===== src/pump_fan_staging_pkg.sv =====
package pump_fan_staging_pkg;

   // ---------------------------------------------
   // Clock and timing
   // ---------------------------------------------
   localparam int CLK_PERIOD_NS = 25;
   localparam int CTRL_TICK_US = 1000;
   localparam int CTRL_TICK_CYC = (CTRL_TICK_US * 1000) / CLK_PERIOD_NS;

   // ---------------------------------------------
   // Frequency scale: 0.1 Hz per count
   // ---------------------------------------------
   localparam logic [15:0] FREQ_ONE_HZ = 16'h000a;
   localparam int NUM_RELAYS = 6;
   localparam int NUM_LEVELS = 3;

   // ---------------------------------------------
   // Register byte offsets
   // ---------------------------------------------
   localparam logic [7:0] REG_CTRL = 8'h00;
   localparam logic [7:0] REG_REFERENCE = 8'h04;
   localparam logic [7:0] REG_START_LIM0 = 8'h08;
   localparam logic [7:0] REG_LOW_LIM0 = 8'h14;
   localparam logic [7:0] REG_START_DLY = 8'h20;
   localparam logic [7:0] REG_STOP_DLY = 8'h24;
   localparam logic [7:0] REG_AUX_MAX = 8'h28;
   localparam logic [7:0] REG_RELAY_MASK = 8'h2c;
   localparam logic [7:0] REG_ROT_INTERVAL = 8'h30;
   localparam logic [7:0] REG_GAIN = 8'h34;
   localparam logic [7:0] REG_FREQ_MIN = 8'h38;
   localparam logic [7:0] REG_FREQ_MAX = 8'h3c;
   localparam logic [7:0] REG_STATUS = 8'h40;
   localparam logic [7:0] REG_RELAY_STAT = 8'h44;

   // Register word indices
   localparam logic [3:0] IDX_CTRL = 4'h0;
   localparam logic [3:0] IDX_REFERENCE = 4'h1;
   localparam logic [3:0] IDX_START_LIM0 = 4'h2;
   localparam logic [3:0] IDX_LOW_LIM0 = 4'h5;
   localparam logic [3:0] IDX_START_DLY = 4'h8;
   localparam logic [3:0] IDX_STOP_DLY = 4'h9;
   localparam logic [3:0] IDX_AUX_MAX = 4'ha;
   localparam logic [3:0] IDX_RELAY_MASK = 4'hb;
   localparam logic [3:0] IDX_ROT_INTERVAL = 4'hc;
   localparam logic [3:0] IDX_GAIN = 4'hd;
   localparam logic [3:0] IDX_FREQ_MIN = 4'he;
   localparam logic [3:0] IDX_FREQ_MAX = 4'hf;

   // Control register fields
   localparam int CTRL_ENABLE_BIT = 0;
   localparam int CTRL_INTERLOCK_BIT = 1;
   localparam int CTRL_ROTATE_BIT = 2;

   // Status register fields
   localparam int STAT_AUX_LSB = 16;
   localparam int STAT_STATE_LSB = 20;
   localparam int RSTAT_ROT_LSB = 8;
   localparam int RSTAT_ILK_LSB = 16;

   // Reset values (frequencies in 0.1 Hz, delays in control ticks)
   localparam logic [31:0] CFG_RESET [16] = '{
      32'h0000_0000, 32'h0000_0000,
      32'h0000_01f4, 32'h0000_01f4, 32'h0000_01f4,
      32'h0000_0190, 32'h0000_0190, 32'h0000_0190,
      32'h0000_0bb8, 32'h0000_0bb8,
      32'h0000_0003, 32'h0000_000f, 32'h0000_0000,
      32'h0000_1008, 32'h0000_0000, 32'h0000_01f4};

   // ---------------------------------------------
   // Types
   // ---------------------------------------------
   typedef enum logic [2:0] {
      ST_IDLE = 3'b001,
      ST_START_WAIT = 3'b010,
      ST_STOP_WAIT = 3'b100
   } stage_state_t;

   typedef struct packed {
      logic [15:0] kp;
      logic [15:0] ki;
      logic [15:0] fmin;
      logic [15:0] fmax;
   } loop_cfg_t;

   typedef struct packed {
      logic valid;
      logic up;
      logic [15:0] amount;
   } freq_step_t;

endpackage


===== src/freq_loop.sv =====
`timescale 1ns/1ps
`default_nettype none

module freq_loop (
   input wire logic sys_clk_i,
   input wire logic sys_rst_i,
   input wire logic enable_i,
   input wire logic tick_i,
   input wire logic [15:0] reference_i,
   input wire logic [15:0] feedback_i,
   input wire pump_fan_staging_pkg::loop_cfg_t cfg_i,
   input wire pump_fan_staging_pkg::freq_step_t step_i,
   output logic [15:0] freq_o
);

   logic [15:0] freq_q;
   logic [15:0] freq_d;
   logic signed [16:0] err_q;
   logic signed [16:0] err_d;

   function automatic logic [15:0] clamp(input logic signed [31:0] v,
                                         input logic [15:0] lo,
                                         input logic [15:0] hi);
      logic [15:0] r;
      r = v[15:0];
      if (v < $signed({16'h0000, lo})) begin
         r = lo;
      end else if (v > $signed({16'h0000, hi})) begin
         r = hi;
      end
      return r;
   endfunction

   // ---------------------------------------------
   // Incremental PI loop with step override
   // ---------------------------------------------
   always_comb begin
      logic signed [31:0] delta;
      logic signed [31:0] sum;
      delta = 32'sh0;
      sum = 32'sh0;
      err_d = err_q;
      freq_d = freq_q;
      if (!enable_i) begin
         err_d = 17'sh0;
         freq_d = cfg_i.fmin;
      end else if (step_i.valid) begin
         // Staging step takes the cycle, the loop resumes on the next tick
         if (step_i.up) begin
            sum = $signed({16'h0000, freq_q}) + $signed({16'h0000, step_i.amount});
         end else begin
            sum = $signed({16'h0000, freq_q}) - $signed({16'h0000, step_i.amount});
         end
         freq_d = clamp(sum, cfg_i.fmin, cfg_i.fmax);
      end else if (tick_i) begin
         // Frequency trims so the feedback follows the reference
         err_d = $signed({1'b0, reference_i}) - $signed({1'b0, feedback_i});
         delta = ($signed({16'h0000, cfg_i.kp}) * 32'(err_d - err_q)
                  + $signed({16'h0000, cfg_i.ki}) * 32'(err_d)) >>> 8;
         sum = $signed({16'h0000, freq_q}) + delta;
         freq_d = clamp(sum, cfg_i.fmin, cfg_i.fmax);
      end
   end

   always_ff @(posedge sys_clk_i) begin
      if (sys_rst_i) begin
         freq_q <= 16'h0000;
         err_q <= 17'sh0;
      end else begin
         freq_q <= freq_d;
         err_q <= err_d;
      end
   end

   assign freq_o = freq_q;

endmodule

`default_nettype wire


===== src/pump_fan_staging.sv =====
// Notes on behaviour
// - The first motor is the speed-regulated one; its frequency sets capacity.
// - Auxiliary line motors switch on and off one after another in order.
// - A PI loop trims the regulated frequency so feedback follows reference.
// - Frequency above the start limit starts one auxiliary motor automatically.
// - After a start the regulated frequency drops, then the loop resumes.
// - Rising demand adds further auxiliaries one at a time, same procedure.
// - Frequency below the low limit stops one auxiliary motor automatically.
// - After a stop the regulated frequency rises to make up lost output.
// - With interlock on, out-of-service motors are skipped for the next one.
// - Duty rotation moves the regulated role to the next motor periodically.
// - Start needs limit plus 1 Hz, then above limit minus 1 Hz all delay.
// - Stop needs low minus 1 Hz, then below low plus 1 Hz all delay.
// - Start steps frequency down by start minus low; stop steps it up.
// - Auxiliaries take staging relays in ascending order, rotated when rotating.
`timescale 1ns/1ps
`default_nettype none

module pump_fan_staging #(
   parameter int CTRL_TICK_CYC = pump_fan_staging_pkg::CTRL_TICK_CYC
) (
   input wire logic sys_clk_i,
   input wire logic sys_rst_i,
   input wire logic wb_cyc_i,
   input wire logic wb_stb_i,
   input wire logic wb_we_i,
   input wire logic [7:0] wb_adr_i,
   input wire logic [3:0] wb_sel_i,
   input wire logic [31:0] wb_dat_i,
   output logic [31:0] wb_dat_o,
   output logic wb_ack_o,
   input wire logic [15:0] feedback_i,
   input wire logic [5:0] out_of_service_i,
   output logic [5:0] relay_o,
   output logic [15:0] freq_o
);

   // ---------------------------------------------
   // Helpers
   // ---------------------------------------------
   function automatic logic [2:0] wrap6(input logic [3:0] v);
      logic [3:0] r;
      r = (v >= 4'h6) ? v - 4'h6 : v;
      return r[2:0];
   endfunction

   // Scan staging relays after base; last==0 gives first free, last==1 gives last running
   function automatic logic [3:0] scan(input logic [5:0] mask, input logic [5:0] run,
                                       input logic [5:0] blocked, input logic [2:0] base,
                                       input logic last);
      logic [3:0] res;
      logic [2:0] idx;
      res = 4'h0;
      for (int p = 1; p <= 6; p++) begin
         idx = wrap6({1'b0, base} + 4'(p));
         if (!last && res[3] == 1'b0 && mask[idx] && !run[idx] && !blocked[idx]) begin
            res = {1'b1, idx};
         end
         if (last && mask[idx] && run[idx]) begin
            res = {1'b1, idx};
         end
      end
      return res;
   endfunction

   function automatic logic [1:0] level(input logic [2:0] n);
      return (n >= 3'd2) ? 2'd2 : n[1:0];
   endfunction

   function automatic logic [31:0] merge(input logic [31:0] old, input logic [31:0] dat,
                                         input logic [3:0] sel);
      logic [31:0] r;
      r = old;
      for (int b = 0; b < 4; b++) begin
         if (sel[b]) begin
            r[b*8 +: 8] = dat[b*8 +: 8];
         end
      end
      return r;
   endfunction

   // ---------------------------------------------
   // Register file and Wishbone slave
   // ---------------------------------------------
   logic [31:0] cfg_q [16];
   logic [31:0] cfg_d [16];
   logic ack_q;
   logic ack_d;
   logic [31:0] rdat_q;
   logic [31:0] rdat_d;
   logic req;

   pump_fan_staging_pkg::stage_state_t state_q;
   pump_fan_staging_pkg::stage_state_t state_d;
   logic [5:0] run_q;
   logic [5:0] run_d;
   logic [2:0] aux_cnt_q;
   logic [2:0] aux_cnt_d;
   logic [2:0] rot_q;
   logic [2:0] rot_d;
   logic [31:0] dly_cnt_q;
   logic [31:0] dly_cnt_d;
   logic [31:0] rot_cnt_q;
   logic [31:0] rot_cnt_d;
   logic [31:0] tick_cnt_q;
   logic [31:0] tick_cnt_d;
   logic [5:0] relay_q;
   logic [5:0] relay_d;
   pump_fan_staging_pkg::freq_step_t step_q;
   pump_fan_staging_pkg::freq_step_t step_d;
   logic [15:0] freq;

   assign req = wb_cyc_i && wb_stb_i && !ack_q;

   always_comb begin
      for (int i = 0; i < 16; i++) begin
         cfg_d[i] = cfg_q[i];
      end
      ack_d = req;
      rdat_d = 32'h0000_0000;
      // Write lands at the edge where the master sees ack
      if (wb_cyc_i && wb_stb_i && ack_q && wb_we_i && wb_adr_i[7:6] == 2'b00 && wb_adr_i[1:0] == 2'b00) begin
         cfg_d[wb_adr_i[5:2]] = merge(cfg_q[wb_adr_i[5:2]], wb_dat_i, wb_sel_i);
      end
      if (req && !wb_we_i) begin
         if (wb_adr_i[7:6] == 2'b00) begin
            rdat_d = cfg_q[wb_adr_i[5:2]];
         end else if (wb_adr_i == pump_fan_staging_pkg::REG_STATUS) begin
            rdat_d = {9'h000, state_q, 1'b0, aux_cnt_q, freq};
         end else if (wb_adr_i == pump_fan_staging_pkg::REG_RELAY_STAT) begin
            rdat_d = {10'h000, out_of_service_i, 5'h00, rot_q, 2'b00, relay_q};
         end
      end
   end

   always_ff @(posedge sys_clk_i) begin
      if (sys_rst_i) begin
         for (int i = 0; i < 16; i++) begin
            cfg_q[i] <= pump_fan_staging_pkg::CFG_RESET[i];
         end
         ack_q <= 1'b0;
         rdat_q <= 32'h0000_0000;
      end else begin
         for (int i = 0; i < 16; i++) begin
            cfg_q[i] <= cfg_d[i];
         end
         ack_q <= ack_d;
         rdat_q <= rdat_d;
      end
   end

   assign wb_ack_o = ack_q;
   assign wb_dat_o = rdat_q;

   // ---------------------------------------------
   // Configuration decode
   // ---------------------------------------------
   logic enable;
   logic ilk_en;
   logic rot_en;
   logic [5:0] mask;
   logic [5:0] blocked;
   logic [2:0] base;
   logic [3:0] next_free;
   logic [3:0] last_run;
   logic [3:0] next_reg;
   logic [1:0] lvl_up;
   logic [1:0] lvl_dn;
   logic [16:0] s_up;
   logic [16:0] l_up;
   logic [16:0] s_dn;
   logic [16:0] l_dn;
   logic [16:0] f17;
   logic [16:0] hz;
   logic tick;
   logic can_start;
   pump_fan_staging_pkg::loop_cfg_t loop_cfg;

   assign enable = cfg_q[pump_fan_staging_pkg::IDX_CTRL][pump_fan_staging_pkg::CTRL_ENABLE_BIT];
   assign ilk_en = cfg_q[pump_fan_staging_pkg::IDX_CTRL][pump_fan_staging_pkg::CTRL_INTERLOCK_BIT];
   assign rot_en = cfg_q[pump_fan_staging_pkg::IDX_CTRL][pump_fan_staging_pkg::CTRL_ROTATE_BIT];
   assign mask = cfg_q[pump_fan_staging_pkg::IDX_RELAY_MASK][5:0];
   assign blocked = ilk_en ? out_of_service_i : 6'h00;
   // Without rotation the scan starts at relay 0; with it, after the regulated relay
   assign base = rot_en ? rot_q : 3'd5;
   assign next_free = scan(mask, run_q | (rot_en ? 6'(1) << rot_q : 6'h00), blocked, base, 1'b0);
   assign last_run = scan(mask, run_q, 6'h00, base, 1'b1);
   assign next_reg = scan(mask, 6'h00, blocked, rot_q, 1'b0);
   assign lvl_up = level(aux_cnt_q);
   assign lvl_dn = level(aux_cnt_q - 3'd1);
   assign s_up = {1'b0, cfg_q[pump_fan_staging_pkg::IDX_START_LIM0 + 4'(lvl_up)][15:0]};
   assign l_up = {1'b0, cfg_q[pump_fan_staging_pkg::IDX_LOW_LIM0 + 4'(lvl_up)][15:0]};
   assign s_dn = {1'b0, cfg_q[pump_fan_staging_pkg::IDX_START_LIM0 + 4'(lvl_dn)][15:0]};
   assign l_dn = {1'b0, cfg_q[pump_fan_staging_pkg::IDX_LOW_LIM0 + 4'(lvl_dn)][15:0]};
   assign f17 = {1'b0, freq};
   assign hz = {1'b0, pump_fan_staging_pkg::FREQ_ONE_HZ};
   assign tick = tick_cnt_q >= 32'(CTRL_TICK_CYC - 1);
   assign can_start = next_free[3] && aux_cnt_q < cfg_q[pump_fan_staging_pkg::IDX_AUX_MAX][2:0];
   assign loop_cfg = '{kp: {8'h00, cfg_q[pump_fan_staging_pkg::IDX_GAIN][7:0]},
                       ki: {8'h00, cfg_q[pump_fan_staging_pkg::IDX_GAIN][15:8]},
                       fmin: cfg_q[pump_fan_staging_pkg::IDX_FREQ_MIN][15:0],
                       fmax: cfg_q[pump_fan_staging_pkg::IDX_FREQ_MAX][15:0]};

   // ---------------------------------------------
   // Staging sequencer
   // ---------------------------------------------
   always_comb begin
      state_d = state_q;
      run_d = run_q;
      aux_cnt_d = aux_cnt_q;
      rot_d = rot_q;
      dly_cnt_d = dly_cnt_q;
      rot_cnt_d = rot_cnt_q;
      tick_cnt_d = tick ? 32'h0000_0000 : tick_cnt_q + 32'h0000_0001;
      step_d = '{valid: 1'b0, up: 1'b0, amount: 16'h0000};
      if (!enable) begin
         state_d = pump_fan_staging_pkg::ST_IDLE;
         run_d = 6'h00;
         aux_cnt_d = 3'd0;
         dly_cnt_d = 32'h0000_0000;
         rot_cnt_d = 32'h0000_0000;
      end else begin
         case (state_q)
            pump_fan_staging_pkg::ST_IDLE: begin
               dly_cnt_d = 32'h0000_0000;
               if (can_start && f17 > s_up + hz) begin
                  state_d = pump_fan_staging_pkg::ST_START_WAIT;
               end else if (aux_cnt_q != 3'd0 && f17 + hz < l_dn) begin
                  state_d = pump_fan_staging_pkg::ST_STOP_WAIT;
               end
            end
            pump_fan_staging_pkg::ST_START_WAIT: begin
               if (!can_start || !(f17 + hz > s_up)) begin
                  state_d = pump_fan_staging_pkg::ST_IDLE;
               end else if (tick) begin
                  dly_cnt_d = dly_cnt_q + 32'h0000_0001;
                  if (dly_cnt_d >= cfg_q[pump_fan_staging_pkg::IDX_START_DLY]) begin
                     // One motor on, frequency steps down, timer restarts
                     run_d[next_free[2:0]] = 1'b1;
                     aux_cnt_d = aux_cnt_q + 3'd1;
                     step_d.valid = 1'b1;
                     step_d.amount = (s_up > l_up) ? 16'(s_up - l_up) : 16'h0000;
                     state_d = pump_fan_staging_pkg::ST_IDLE;
                  end
               end
            end
            pump_fan_staging_pkg::ST_STOP_WAIT: begin
               if (aux_cnt_q == 3'd0 || !(f17 < l_dn + hz)) begin
                  state_d = pump_fan_staging_pkg::ST_IDLE;
               end else if (tick) begin
                  dly_cnt_d = dly_cnt_q + 32'h0000_0001;
                  if (dly_cnt_d >= cfg_q[pump_fan_staging_pkg::IDX_STOP_DLY]) begin
                     // Latest motor off, frequency steps up, timer restarts
                     if (last_run[3]) begin
                        run_d[last_run[2:0]] = 1'b0;
                     end
                     aux_cnt_d = aux_cnt_q - 3'd1;
                     step_d.valid = 1'b1;
                     step_d.up = 1'b1;
                     step_d.amount = (s_dn > l_dn) ? 16'(s_dn - l_dn) : 16'h0000;
                     state_d = pump_fan_staging_pkg::ST_IDLE;
                  end
               end
            end
            default: begin
               state_d = pump_fan_staging_pkg::ST_IDLE;
            end
         endcase
         // Duty rotation: the next enabled relay after the regulated one takes the regulated role, only while no auxiliary runs
         if (rot_en && tick) begin
            rot_cnt_d = rot_cnt_q + 32'h0000_0001;
            if (rot_cnt_d >= cfg_q[pump_fan_staging_pkg::IDX_ROT_INTERVAL]
                && aux_cnt_q == 3'd0 && state_q == pump_fan_staging_pkg::ST_IDLE) begin
               rot_cnt_d = 32'h0000_0000;
               if (next_reg[3]) begin
                  rot_d = next_reg[2:0];
               end
            end
         end
      end
      relay_d = run_d | ((enable && rot_en) ? 6'(1) << rot_d : 6'h00);
   end

   always_ff @(posedge sys_clk_i) begin
      if (sys_rst_i) begin
         state_q <= pump_fan_staging_pkg::ST_IDLE;
         run_q <= 6'h00;
         aux_cnt_q <= 3'd0;
         rot_q <= 3'd0;
         dly_cnt_q <= 32'h0000_0000;
         rot_cnt_q <= 32'h0000_0000;
         tick_cnt_q <= 32'h0000_0000;
         relay_q <= 6'h00;
         step_q <= '{valid: 1'b0, up: 1'b0, amount: 16'h0000};
      end else begin
         state_q <= state_d;
         run_q <= run_d;
         aux_cnt_q <= aux_cnt_d;
         rot_q <= rot_d;
         dly_cnt_q <= dly_cnt_d;
         rot_cnt_q <= rot_cnt_d;
         tick_cnt_q <= tick_cnt_d;
         relay_q <= relay_d;
         step_q <= step_d;
      end
   end

   assign relay_o = relay_q;

   // ---------------------------------------------
   // Regulated motor frequency loop
   // ---------------------------------------------
   freq_loop u_loop (
      .sys_clk_i(sys_clk_i),
      .sys_rst_i(sys_rst_i),
      .enable_i(enable),
      .tick_i(tick),
      .reference_i(cfg_q[pump_fan_staging_pkg::IDX_REFERENCE][15:0]),
      .feedback_i(feedback_i),
      .cfg_i(loop_cfg),
      .step_i(step_q),
      .freq_o(freq)
   );

   assign freq_o = freq;

endmodule

`default_nettype wire


===== config.mk =====
export PLATFORM = sky130hd
export DESIGN_NAME = pump_fan_staging
export DESIGN_NICKNAME = d
export VERILOG_FILES = /design/src/pump_fan_staging_pkg.sv /design/src/freq_loop.sv /design/src/pump_fan_staging.sv
export SDC_FILE = /design/constraint.sdc
export NUM_CORES = 2
export LEC_CHECK = 0
export BUFFER_PORTS_ARGS = -buffer_cell sky130_fd_sc_hd__buf_2
export CAP_MARGIN = 20
export CORE_MARGIN = 1.5
export CORE_UTILIZATION = 65
export DETAILED_ROUTE_END_ITERATION = 7
export PLACE_DENSITY = 0.86
export SYNTH_ARGS = -nofsm -noshare
export SYNTH_HDL_FRONTEND = slang
export SYNTH_SLANG_ARGS = --single-unit

===== constraint.sdc =====
create_clock -name sys_clk_i -period 23.7 [get_ports sys_clk_i]
set_input_delay 1.185 -clock sys_clk_i [delete_from_list [all_inputs] [get_ports sys_clk_i]]
set_output_delay 1.185 -clock sys_clk_i [all_outputs]
set_load 0.01 [all_outputs]

==> metrics.txt <==
outcome=complete, but fails checks; failing checks=DRC; post-synthesis sequential area ratio=24.7%; Yosys reg bits=713; Post-Syn Area=between 0.05 and 0.06 mm²; CTS tree=yes; area of the die=between 0.09 and 0.1 mm²; VDD IR-drop max=between 0.00006 and 0.00007 V; Post-Synthesis Cells=between 6000 and 7000; Worst Setup SP=feedback_i[0]; RSZ-0062 raised after global routing=false; area delta synth->final=8.12%; number of H-tree levels=3; post-CTS setup buffers=0; per-cell routed wire length=roughly 25 µm; clock buffer depth=3; vias=52900; Hold Vio Cnt, Final=0; endpoints failing setup=0; Die X=between 300 and 400 µm; synth top area cells=dfxtp_1 (25%), ha_1 (10%), fa_1 (9.8%), mux4_2 (9.0%), a211oi_1 (6.4%); Hold Path Class=register to register; ys flop type=dfxtp_1; R2R cell count=54; critical path's slowest cell=a2111oi_0; clk_lat worst skew=0.69 ns; total CTS buffers=79; EDFF count, synth=0; Syn Area/Cell=8.79 µm²; leading area contributor after synthesis=dfxtp_1; Yosys Warn Count=0; Fin Setup TNS=0 ns; fin crit share=about three fifths; Initial Util=65.6%; Post-DP HPWL=between 100 and 150 mm; final worst path period need=roughly 14 ns; Layout fillers=between 6000 and 7000; Hold Crit Start=u_loop.err_q[5]; share of cells above drive strength 1=11.0%; detailed-route vias per instance=6.80; Synth cell types=104; Max-Cap Viols=0; Root Driver=clkbuf_16; Crit path largest cell delay=0.81 ns; Req. time, crit path=24.22 ns; total track usage=42.5%; Clock Skew=0.0279 ns; GP Congestion=1.05; clk sinks=about 700; Pre-antenna DRT Iters=8; largest net degree at the start of global routing=102; post-route ant nets=0; first-pass GRT wire length=297 mm; CTS Hold Buffers Added=0; vias in the first global route=approximately 52000; initial antenna violation count=22; Pwr Density=48.0 mW/mm²; critical path endpoint=u_loop.freq_o[4]; Max-slew headroom=14.7%; # IOs=126; top cell type's share of synthesized area=24.7%; number of remaining DRC errors=27; post-cts resize count=0; worst-margin pin slew=1.27 ns; Crit. End Element=register; grt met2 use=between 60 and 70%; Buffers on Ports=~130; die height=301 µm; M1 GR Usage=53.6%; max-slew violations=0; dpl ws=9.24 ns; fmax=70.4 MHz; Worst-path clk slew=0.06 ns; asr flop ratio synth=0%; r2r setup slk=9.52 ns; GR Util met3=between 15 and 20%; DRT iter0 DRCs=6849; core area=0.0882 mm²; WP data arrival=about 15 ns; post-route worst setup slack=9.50 ns; Rows=109; grt peak-use layer=met2; nets=7360; FF-to-FF Start=cfg_q[1][0]; gr ovfl total=0; drt total wl=195 mm; Worst setup SP type=input port; FF-to-FF End=u_loop.freq_o[4]; Worst Path Class, Setup=input port to register; Pleak=roughly 0.025 µW; critical-path maximum fanout=18
-- Yosys cell counts, types with 15 or more instances --
cell / number
a211oi_1: 495
a21o_1: 97
a21oi_1: 284
a22o_1: 16
a22oi_1: 34
a31o_2: 15
a31oi_1: 45
and2_1: 183
and3_1: 56
buf_1: 25
clkbuf_1: 347
dfxtp_1: 713
fa_1: 282
ha_1: 463
inv_1: 654
mux2_2: 18
mux2i_1: 137
mux4_2: 230
nand2_1: 440
nand2b_1: 35
nand3_1: 103
nand3b_1: 25
nand4_1: 67
nor2_1: 794
nor2b_1: 57
nor3_1: 77
nor3b_1: 19
nor4_1: 22
o211ai_1: 73
o21a_1: 38
o21ai_0: 209
o21ai_1: 23
o21bai_1: 20
o31ai_1: 24
or3_1: 19
xnor2_1: 122
xor2_1: 84
-- power breakdown --
group | internal, µW | total (µW) | leakage [µW] | switching, µW
combinational | 161 | 454 | 0.0183 | 293
sequential | 1200 | 1200 | 0.00575 | 0.560
clock | 796 | 1350 | 0.00137 | 554
-- per-stage QoR --
step | total power, µW | area, µm² | util (%) | cells | hold WS, ns
after floorplan | 1530 | 57900 | - | 6596 | 0.426
after global placement | 1650 | 59600 | 67.6 | 7620 | 0.439
after detailed placement | 1660 | 59700 | 67.6 | 7623 | 0.448
after CTS | 2980 | 62500 | 70.8 | 7766 | 0.456
after global routing | 3080 | 62500 | 70.9 | 7773 | 0.474
final | 3000 | 62600 | 70.9 | 7782 | 0.455
-- flip-flops by register name, summed over array words and instances, names as in the netlist --
register and cells:
wb_ack_o 1, cfg_q 512, step_q 18, dly_cnt_q 32, rot_q 3, relay_o 6, run_q 6, wb_dat_o 32
tick_cnt_q 32, u_loop.err_q 17, u_loop.freq_o 16, aux_cnt_q 3, state_q 3, rot_cnt_q 32
-- layer usage --
metal	up-vias	part of all wire, %
met5	-	0.098
li1	23200	-
met3	861	15
met2	3674	42
met4	28	7.2
met1	25100	36
-- cells by family (layout without fill, tap and decap cells) --
kind of cell | after synthesis | count (layout) | share of synthesized area [%]
multiplexers | 391 | 391 | 11.8
other | 1 | 27 | 0.00648
buffers and inverters | 1046 | 1056 | 6.87
AND/OR/NAND/NOR | 1951 | 1951 | 15.7
flip-flops | 713 | 713 | 24.7
adder cells (fa/ha/maj) | 745 | 745 | 19.8
AO/OA/AOI/OAI | 1527 | 1527 | 18.0
XOR/XNOR | 207 | 207 | 3.15
-- worst max-delay path, delay by kind of cell --
kind / cells / cell delay, ns
adders and majority gates: 11 / 4.51
xor gates and xnor gates: 2 / 0.38
AOI/OAI and AO/OA: 24 / 6.40
and+or+nand+nor: 8 / 1.21
muxes: 1 / 0.39
buffers and inverters: 8 / 0.63
-- cell usage in the layout (no fill, tap or decap), types with 16 or more instances in the layout --
cell type	Yosys	layout
nor3_1	77	69
ha_1	463	462
mux2i_1	137	127
nand2_1	440	439
nor2_1	794	778
xor2_1	84	84
nor2b_1	57	57
a21oi_1	284	284
dfxtp_1	713	712
and2_1	183	183
nand4_1	67	67
o21ai_1	23	22
a31oi_1	45	45
a211oi_1	495	495
o21bai_1	20	20
inv_1	654	653
nand3_1	103	103
a22o_1	16	16
fa_1	282	282
buf_2	10	122
mux2_2	18	18
o21ai_0	209	209
o31ai_1	24	24
o21a_1	38	38
mux4_2	230	230
buf_4	3	126
or3_1	19	19
and3_1	56	56
nand2b_1	35	35
nand3b_1	25	25
a21o_1	97	97
a22oi_1	34	34
xnor2_1	122	122
o211ai_1	73	73
clkbuf_8	0	16
conb_1	1	16
clkbuf_16	0	82
nor3b_1	19	18
nor4_1	22	22
-- worst min path at each step --
stage | slack [ns] | end | cells after the start
2_1_floorplan | 0.43 | tick_cnt_q[0] | 1
3_3_place_gp | 0.44 | tick_cnt_q[0] | 1
3_5_place_dp | 0.45 | u_loop.err_q[11] | 2
4_1_cts | 0.46 | u_loop.err_q[11] | 2
5_1_grt | 0.47 | u_loop.err_q[9] | 2
6_report | 0.45 | u_loop.err_q[5] | 2
-- layout make-up --
type                            instances  area, µm²  area share (%)
Clock buffer                          112       2310            3.70
Timing Repair Buffer                  255       1640            2.62
Clock inverter                         31        505           0.808
Inverter                              658       2470            3.95
Antenna cell                           11       27.5          0.0440
Sequential cell                       713      14300            22.8
Tap cell                             1165       1460            2.33
Multi-Input combinational cell       4837      39900            63.7
No activity file was read; power rests on OpenSTA's default activity.
